File: config.mk
export PLATFORM = sky130hd
export DESIGN_NAME = pidr_regs
export DESIGN_NICKNAME = d
export VERILOG_FILES = /design/src/hdl/pidr_pkg.sv /design/src/hdl/pidr_regs.sv /design/src/hdl/pidr_decode.sv
export VERILOG_INCLUDE_DIRS = /design/src /design/src/hdl
export SDC_FILE = /design/constraint.sdc
export NUM_CORES = 1
export LEC_CHECK = 0
export ABC_CLOCK_PERIOD_IN_PS = 1500
export BUFFER_PORTS_ARGS = -buffer_cell sky130_fd_sc_hd__buf_2
export CORE_MARGIN = 3
export CORE_UTILIZATION = 28
export DETAILED_ROUTE_END_ITERATION = 8
export PLACE_DENSITY = 0.84
export SLEW_MARGIN = 20
export SYNTH_ARGS = -nofsm -noshare
export SYNTH_HDL_FRONTEND = slang
export SYNTH_SLANG_ARGS = --single-unit
File: constraint.sdc
create_clock -name pclk -period 1.5 [get_ports pclk]
set_input_delay 0.3 -clock pclk [delete_from_list [all_inputs] [get_ports pclk]]
set_output_delay 0.3 -clock pclk [all_outputs]
set_load 0.03 [all_outputs]
File: src/hdl/pidr_params.svh
`ifndef PIDR_PARAMS_SVH
`define PIDR_PARAMS_SVH

// Register byte offsets inside the 4KB block
`define PIDR_OFF_SIZE_DES_HI   12'hFD0
`define PIDR_OFF_PART_LO       12'hFE0
`define PIDR_OFF_PART_HI_DES   12'hFE4
`define PIDR_OFF_DES_MID_REV   12'hFE8

// Field positions
`define PIDR_SIZE_MSB          7
`define PIDR_SIZE_LSB          4
`define PIDR_CONT_MSB          3
`define PIDR_CONT_LSB          0
`define PIDR_STD_FLAG_BIT      3

// Fixed field values
`define PIDR_SIZE_VAL          4'h0
`define PIDR_STD_FLAG_VAL      1'h1

// Identity defaults, arbitrary neutral values
`define PIDR_DEF_CONT          4'h0
`define PIDR_DEF_DESIGNER      7'h00
`define PIDR_DEF_PART          12'h000
`define PIDR_DEF_REVISION      4'h0

// Reset value of the read data register
`define PIDR_RDATA_RST         32'h0000_0000

`endif

File: src/hdl/pidr_pkg.sv
package pidr_pkg;

   typedef struct packed {
      logic [11:0] addr;
      logic        write;
      logic        sel;
      logic        enable;
   } pidr_req_s;

   typedef enum logic [1:0] {
      PIDR_IDLE   = 2'b01,
      PIDR_ACCESS = 2'b10
   } pidr_state_e;

endpackage : pidr_pkg

File: src/hdl/pidr_regs.sv
`timescale 1ns/1ps
`default_nettype none
`include "pidr_params.svh"

// Overview of operation
// - Size field reads zero: one 4KB block
// - Part number bits 7:0 in low register
// - Part number bits 11:8 in bits 3:0
// - Designer code bits 3:0 in bits 7:4
// - Designer code bits 6:4 in bits 2:0
// - Continuation code in size register bits 3:0
// - Standard identity flag bit always one
// - Fixed revision code in bits 7:4
// - Registers always readable, always present
module pidr_regs #(
   parameter logic [3:0]  CONT_CODE = `PIDR_DEF_CONT,
   parameter logic [6:0]  DESIGNER  = `PIDR_DEF_DESIGNER,
   parameter logic [11:0] PART_NUM  = `PIDR_DEF_PART,
   parameter logic [3:0]  REVISION  = `PIDR_DEF_REVISION
) (
   input  wire logic        pclk,
   input  wire logic        presetn,
   input  wire logic        clk_en,
   input  wire logic        psel,
   input  wire logic        penable,
   input  wire logic        pwrite,
   input  wire logic [11:0] paddr,
   input  wire logic [31:0] pwdata,
   input  wire logic [3:0]  pstrb,
   output logic      [31:0] prdata,
   output logic             pready,
   output logic             pslverr
);

   pidr_pkg::pidr_req_s   req;
   pidr_pkg::pidr_state_e state;
   pidr_pkg::pidr_state_e next_state;
   logic [7:0]            id_byte;
   logic                  hit;
   logic                  take;
   logic [11:0]           word_addr;

   assign req = '{addr: paddr, write: pwrite, sel: psel, enable: penable};

   // Setup cycle seen while idle
   function automatic logic pidr_setup_seen(
      input pidr_pkg::pidr_state_e st,
      input pidr_pkg::pidr_req_s   rq
   );
      return (st == pidr_pkg::PIDR_IDLE) && rq.sel && !rq.enable;
   endfunction : pidr_setup_seen

   assign take      = pidr_setup_seen(state, req);
   assign word_addr = {paddr[11:2], 2'b00};

   pidr_decode #(
      .CONT_CODE (CONT_CODE),
      .DESIGNER  (DESIGNER),
      .PART_NUM  (PART_NUM),
      .REVISION  (REVISION)
   ) u_decode (
      .addr    ({req.addr[11:2], 2'b00}),
      .id_byte (id_byte),
      .hit     (hit)
   );

   // Setup cycle arms the answer; no wait state in the access phase
   always_comb begin
      next_state = state;
      unique case (state)
         pidr_pkg::PIDR_IDLE: begin
            if (req.sel && !req.enable) begin
               next_state = pidr_pkg::PIDR_ACCESS;
            end
         end
         pidr_pkg::PIDR_ACCESS: begin
            next_state = pidr_pkg::PIDR_IDLE;
         end
         default: begin
            next_state = pidr_pkg::PIDR_IDLE;
         end
      endcase
   end

   always_ff @(posedge pclk or negedge presetn) begin
      if (!presetn) begin
         state <= pidr_pkg::PIDR_IDLE;
      end else if (clk_en) begin
         state <= next_state;
      end
   end

   always_ff @(posedge pclk or negedge presetn) begin
      if (!presetn) begin
         pready <= 1'b0;
      end else if (clk_en) begin
         pready <= take;
      end
   end

   // Reads need no unlock; writes store nothing
   always_ff @(posedge pclk or negedge presetn) begin
      if (!presetn) begin
         prdata <= `PIDR_RDATA_RST;
      end else if (clk_en) begin
         if (take && !req.write) begin
            prdata <= {24'h00_0000, id_byte};
         end else begin
            prdata <= `PIDR_RDATA_RST;
         end
      end
   end

   // Unmapped addresses and writes answer with an error, no side effect
   always_ff @(posedge pclk or negedge presetn) begin
      if (!presetn) begin
         pslverr <= 1'b0;
      end else if (clk_en) begin
         pslverr <= take && (req.write || !hit);
      end
   end

   logic unused_ok;
   assign unused_ok = &{1'b0, pwdata, pstrb};

   // Access cycles spent without an answer
   logic [1:0] wait_cnt;

   always_ff @(posedge pclk or negedge presetn) begin
      if (!presetn) begin
         wait_cnt <= 2'h0;
      end else if (clk_en) begin
         if (psel && penable && !pready) begin
            wait_cnt <= wait_cnt + 2'h1;
         end else begin
            wait_cnt <= 2'h0;
         end
      end
   end

   size_zero_a: assert property (
      @(posedge pclk) disable iff (!presetn)
      (pready && !pslverr && paddr == `PIDR_OFF_SIZE_DES_HI)
         |-> prdata[7:4] == 4'h0 && prdata[3:0] == CONT_CODE)
      else $error("size or continuation field wrong");

   part_low_a: assert property (
      @(posedge pclk) disable iff (!presetn)
      (pready && !pslverr && paddr == `PIDR_OFF_PART_LO)
         |-> prdata[7:0] == PART_NUM[7:0])
      else $error("part number low byte wrong");

   part_high_a: assert property (
      @(posedge pclk) disable iff (!presetn)
      (pready && !pslverr && paddr == `PIDR_OFF_PART_HI_DES)
         |-> prdata[3:0] == PART_NUM[11:8])
      else $error("part number high nibble wrong");

   des_low_a: assert property (
      @(posedge pclk) disable iff (!presetn)
      (pready && !pslverr && paddr == `PIDR_OFF_PART_HI_DES)
         |-> prdata[7:4] == DESIGNER[3:0])
      else $error("designer low bits wrong");

   des_mid_a: assert property (
      @(posedge pclk) disable iff (!presetn)
      (pready && !pslverr && paddr == `PIDR_OFF_DES_MID_REV)
         |-> prdata[2:0] == DESIGNER[6:4])
      else $error("designer middle bits wrong");

   std_flag_a: assert property (
      @(posedge pclk) disable iff (!presetn)
      (pready && !pslverr && paddr == `PIDR_OFF_DES_MID_REV)
         |-> prdata[3] == 1'b1)
      else $error("standard identity flag not set");

   revision_code_a: assert property (
      @(posedge pclk) disable iff (!presetn)
      (pready && !pslverr && paddr == `PIDR_OFF_DES_MID_REV)
         |-> prdata[7:4] == REVISION)
      else $error("revision code wrong");

   read_answer_a: assert property (
      @(posedge pclk) disable iff (!presetn)
      (clk_en && psel && !penable && !pready) ##1 (clk_en && psel && penable)
         |-> pready)
      else $error("access phase not answered in one cycle");

   upper_zero_a: assert property (
      @(posedge pclk) disable iff (!presetn)
      pready |-> prdata[31:8] == 24'h00_0000)
      else $error("upper read bits not zero");

   write_error_a: assert property (
      @(posedge pclk) disable iff (!presetn)
      (pready && pwrite) |-> pslverr && prdata == 32'h0000_0000)
      else $error("write not refused");

   reset_quiet_a: assert property (
      @(posedge pclk)
      !presetn
         |-> prdata == `PIDR_RDATA_RST && !pready && !pslverr)
      else $error("outputs not quiet in reset");

   ready_pulse_a: assert property (
      @(posedge pclk) disable iff (!presetn)
      (pready && clk_en)
         |=> !pready)
      else $error("ready held past one cycle");

   err_with_ready_a: assert property (
      @(posedge pclk) disable iff (!presetn)
      pslverr
         |-> pready)
      else $error("error shown without ready");

   idle_data_zero_a: assert property (
      @(posedge pclk) disable iff (!presetn)
      !pready
         |-> prdata == `PIDR_RDATA_RST)
      else $error("read data shown outside answer");

   enable_freeze_a: assert property (
      @(posedge pclk) disable iff (!presetn)
      !clk_en
         |=> $stable(pready) && $stable(pslverr) && $stable(prdata)
             && $stable(state))
      else $error("state moved with clock enable low");

   state_onehot_a: assert property (
      @(posedge pclk) disable iff (!presetn)
      1'b1
         |-> $onehot(state))
      else $error("state code not one-hot");

   ready_access_a: assert property (
      @(posedge pclk) disable iff (!presetn)
      pready
         |-> state == pidr_pkg::PIDR_ACCESS)
      else $error("ready outside access state");

   setup_arms_a: assert property (
      @(posedge pclk) disable iff (!presetn)
      (clk_en && take)
         |=> pready && state == pidr_pkg::PIDR_ACCESS)
      else $error("setup not answered");

   access_ends_a: assert property (
      @(posedge pclk) disable iff (!presetn)
      (clk_en && state == pidr_pkg::PIDR_ACCESS)
         |=> state == pidr_pkg::PIDR_IDLE)
      else $error("access state not left");

   read_ok_a: assert property (
      @(posedge pclk) disable iff (!presetn)
      (pready && !pwrite && hit)
         |-> !pslverr && prdata[7:0] == id_byte)
      else $error("mapped read refused or wrong");

   unmapped_err_a: assert property (
      @(posedge pclk) disable iff (!presetn)
      (pready && !hit)
         |-> pslverr && prdata == `PIDR_RDATA_RST)
      else $error("unmapped access not refused");

   hit_map_a: assert property (
      @(posedge pclk) disable iff (!presetn)
      1'b1
         |-> hit == (word_addr == `PIDR_OFF_SIZE_DES_HI
                     || word_addr == `PIDR_OFF_PART_LO
                     || word_addr == `PIDR_OFF_PART_HI_DES
                     || word_addr == `PIDR_OFF_DES_MID_REV))
      else $error("address map wrong");

   id_size_a: assert property (
      @(posedge pclk) disable iff (!presetn)
      (word_addr == `PIDR_OFF_SIZE_DES_HI)
         |-> id_byte[7:4] == `PIDR_SIZE_VAL)
      else $error("size nibble not zero");

   id_cont_a: assert property (
      @(posedge pclk) disable iff (!presetn)
      (word_addr == `PIDR_OFF_SIZE_DES_HI)
         |-> id_byte[3:0] == CONT_CODE)
      else $error("continuation nibble wrong");

   id_part_lo_a: assert property (
      @(posedge pclk) disable iff (!presetn)
      (word_addr == `PIDR_OFF_PART_LO)
         |-> id_byte == PART_NUM[7:0])
      else $error("part low byte wrong");

   id_part_hi_a: assert property (
      @(posedge pclk) disable iff (!presetn)
      (word_addr == `PIDR_OFF_PART_HI_DES)
         |-> id_byte[3:0] == PART_NUM[11:8])
      else $error("part high nibble wrong");

   id_des_lo_a: assert property (
      @(posedge pclk) disable iff (!presetn)
      (word_addr == `PIDR_OFF_PART_HI_DES)
         |-> id_byte[7:4] == DESIGNER[3:0])
      else $error("designer low nibble wrong");

   id_des_mid_a: assert property (
      @(posedge pclk) disable iff (!presetn)
      (word_addr == `PIDR_OFF_DES_MID_REV)
         |-> id_byte[2:0] == DESIGNER[6:4])
      else $error("designer middle bits wrong");

   id_flag_a: assert property (
      @(posedge pclk) disable iff (!presetn)
      (word_addr == `PIDR_OFF_DES_MID_REV)
         |-> id_byte[`PIDR_STD_FLAG_BIT] == 1'b1)
      else $error("standard flag bit clear");

   id_rev_a: assert property (
      @(posedge pclk) disable iff (!presetn)
      (word_addr == `PIDR_OFF_DES_MID_REV)
         |-> id_byte[7:4] == REVISION)
      else $error("revision nibble wrong");

   read_data_a: assert property (
      @(posedge pclk) disable iff (!presetn)
      (clk_en && take && !pwrite)
         |=> prdata == {24'h00_0000, $past(id_byte)})
      else $error("read data not loaded");

   write_quiet_a: assert property (
      @(posedge pclk) disable iff (!presetn)
      (clk_en && take && pwrite)
         |=> pslverr && prdata == `PIDR_RDATA_RST)
      else $error("write answered as a read");

   no_answer_idle_a: assert property (
      @(posedge pclk) disable iff (!presetn)
      (clk_en && !take)
         |=> !pready)
      else $error("ready without a setup cycle");

   no_wait_a: assert property (
      @(posedge pclk) disable iff (!presetn)
      (psel && penable)
         |-> wait_cnt == 2'h0)
      else $error("access phase left waiting");

   miss_zero_a: assert property (
      @(posedge pclk) disable iff (!presetn)
      !hit
         |-> id_byte == 8'h00)
      else $error("unmapped byte not zero");

endmodule : pidr_regs

`default_nettype wire

File: src/hdl/pidr_decode.sv
`timescale 1ns/1ps
`default_nettype none
`include "pidr_params.svh"

// Combinational address to identity byte lookup
module pidr_decode #(
   parameter logic [3:0]  CONT_CODE = `PIDR_DEF_CONT,
   parameter logic [6:0]  DESIGNER  = `PIDR_DEF_DESIGNER,
   parameter logic [11:0] PART_NUM  = `PIDR_DEF_PART,
   parameter logic [3:0]  REVISION  = `PIDR_DEF_REVISION
) (
   input  wire logic [11:0] addr,
   output logic      [7:0]  id_byte,
   output logic             hit
);

   always_comb begin
      id_byte = 8'h00;
      hit     = 1'b1;
      unique case (addr)
         `PIDR_OFF_SIZE_DES_HI: begin
            id_byte = {`PIDR_SIZE_VAL, CONT_CODE};
         end
         `PIDR_OFF_PART_LO: begin
            id_byte = PART_NUM[7:0];
         end
         `PIDR_OFF_PART_HI_DES: begin
            id_byte = {DESIGNER[3:0], PART_NUM[11:8]};
         end
         `PIDR_OFF_DES_MID_REV: begin
            id_byte = {REVISION, `PIDR_STD_FLAG_VAL, DESIGNER[6:4]};
         end
         default: begin
            hit = 1'b0;
         end
      endcase
   end

endmodule : pidr_decode

`default_nettype wire

==> impl_results.md <==
- Required @ worst endpoint: 1.60 ns
- Largest family of logic cells by synthesized area: buffers and inverters
- Final Hold Vio Count: 0
- Wirelength, routed: 818 microns
- DP HPWL: 766 microns
- Cts-stage hold buffer count: 1
- Post-Place Setup Slack: 0.0559 ns
- Post-synth EDFFs: 0
- Crit-path slowest cell: or4b_1
- Period utilization: 79.3%
- Dominant cell by count in the synthesized netlist: buf_4
- Worst setup EP type: flop
- Largest net degree at the start of global routing: 7
- Setup Fix Bufs, Post-CTS: 0
- Synth unique cells: 17
- Cells along the critical path: buf_2 > or4b_1 > a311oi_1 > o22ai_1
- Total core area: 1590 sq um
- Netlist Area Pre-Place: 500 sq um
- Port Buffer Count: 18
- Synth Area in Compound Gates: 9.00%
- Skew-Pair Late Insertion Delay: 0.24 ns
- # IOs: 88
- Setup ws final: 0.311 ns
- Simple-gate area share of the yosys netlist: 14.8%
- VDD IR max: 0.173 mV
- Top_reg_cell synth: dfrtp_1
- Final min period: 1.19 ns
- Htree depth: 1
- Syn Inst Count: 56
- Hold Crit Start: clk_en
- Post-placement cell area: 500 sq um
- Share of layout cells above drive strength 1: 32.1%
- WP data arrival: 1.29 ns
- Max Cap Viol: 0
- Num rows: 14
- Starting density of the core: 31.4%
- #FFs+latches synth: 5
- Leak Pwr: 0.306 nW
- Fin util: 33.7%
- Worst Path Max Fanout: 3
- XOR/XNOR Fraction of Synth Area: 0%
- CTS buffer count: 3
- Pwr per Cell Area: 870 nW/um^2
- Routability Congestion: 0.688
- Warnings, synthesis: 0
- Ranking of synthesized cells by area: buf_4 47%, dfrtp_1 20%, dfstp_2 5.3%, nand3b_4 4.0%, inv_1 3.8%
- Final setup viols: 0
- DP Cell Count: 97
- Diode count: 0
- Unrepaired setup endpoints after global routing: no
- Top cell type's share of synthesized area: 46.5%
- Synth-to-Final Area Change: 7.25%
- Die Y: 48.3 microns
- Overall Global Routing Usage: 7.35%
- WL/cell: 8.02 microns
- Post-CTS Resized: 0
- Commonest cells post-synth: 31 x buf_4, 5 x inv_1, 4 x dfrtp_1
- Fin area: 537 sq um
- Status: finished clean
- Post-synthesis adder-cell area fraction: 0%
- Post-route clock skew: 0.00171 ns
- Total power: 0.467 mW
- Initial antenna violation count: 0
- Worst-path clk slew: 0.04 ns
- First-pass GRT wire length: 1.05 mm
- TritonCTS clock tree: yes
- Vias in the first global route: 294
- Hold Slack: 0.330 ns
- DR vias/cell: 3.47
- R2R Path Start: state[0]
- ANT nets after route: 0
- Total gr overflow: 0
- Cell taking the most area after synthesis: buf_4
- DR iter-0 viols: 8
- # fillers: 172
- Root buffer cell: clkbuf_4
- Max Slew Vio Count: 0
- CP Launch Type: input pin
- Post-route setup TNS: 0 ns
- Worst min path class: input pin to flop
- Remaining DRCs: 0
- FFs w/ async S/R, synth: 100%
- Maximum operating frequency: 841 MHz
- Crit-path max cell delay: 0.51 ns
- Avg Cell Area, Syn: 8.94 sq um
- Die area: 2330 sq um
- Bufs on Longest Clock Path: 2
- Drt pass-1 iters: 4
- Final cell count without fillers: 102
- Vias after detailed routing: 354
- Nets@finish: 133
- Mux cell area share after synthesis: 0%
- Setup CP Type: input pin to flop
- CTS Sinks: 5
- Die W: 48.3 microns
- CP startpoint: paddr[3]
- Sequential area share after synthesis: 25.3%
per-layer routing:
layer  part of all wire [%]  track usage, %  vias up
li1                       -               -      165
met1                     31            5.96      156
met2                     51            12.2       33
met3                     17            5.54        0
met4                      0            4.84        0
met5                      0               0        -
state kept, by name, indices dropped and copies added, names as in the netlist:
name and cells:
state 2, pready 1, prdata 1, pslverr 1
critical path, delay by kind of cell:
family                 cells  cell delay [ns]
AO/OA/AOI/OAI              2             0.38
buffers and inverters      1             0.11
AND/OR/NAND/NOR            1             0.51
layout by cell type (no fill, tap or decap), drive strengths merged:
| master | synthesis | routed |
|---|---|---|
| or3b | 2 | 2 |
| a311oi | 1 | 1 |
| o21ai | 2 | 2 |
| buf | 31 | 18 |
| conb | 1 | 31 |
| inv | 5 | 5 |
| dfstp | 1 | 1 |
| clkbuf | 0 | 4 |
| or4b | 1 | 1 |
| or4 | 1 | 1 |
| o22ai | 2 | 2 |
| dfrtp | 4 | 4 |
| nand4 | 2 | 2 |
| nor2b | 1 | 1 |
| nand3b | 1 | 1 |
| o21a | 1 | 1 |
| dlygate4sd3 | 0 | 1 |
cell type report:
cell class              count  area (sq um)  share of cell area, %
repair buffers             19           100                   18.6
well taps                  24          30.0                   5.59
multi-input cells          45           235                   43.8
inverters                   5          18.8                   3.50
clock buffers               4          26.3                   4.90
flip-flops and latches      5           126                   23.5
path summary, 6_finish.rpt:
path	slack, ns	end	depth (start not counted)
setup reg to reg	0.52	pslverr	2
hold reg to reg	0.52	pready	2
hold / removal	0.33	prdata[3]	2
setup / recovery	0.31	pslverr	4
max in group asynchronous	0.88	state[0]	2
min in group asynchronous	0.41	prdata[3]	2
logic make-up after synthesis:
logic type	Yosys count
AO/OA/AOI/OAI	6
flip-flops	5
other	1
buffers and inverters	36
AND/OR/NAND/NOR	8
where the power goes:
group | internal [mW] | leakage, nW | total [mW] | switching [mW]
Clock | 0.100 | 0.0150 | 0.151 | 0.0507
Combinational | 0.0294 | 0.226 | 0.165 | 0.135
Sequential | 0.147 | 0.0644 | 0.151 | 0.00453
Power figures use the tool's default switching activity.
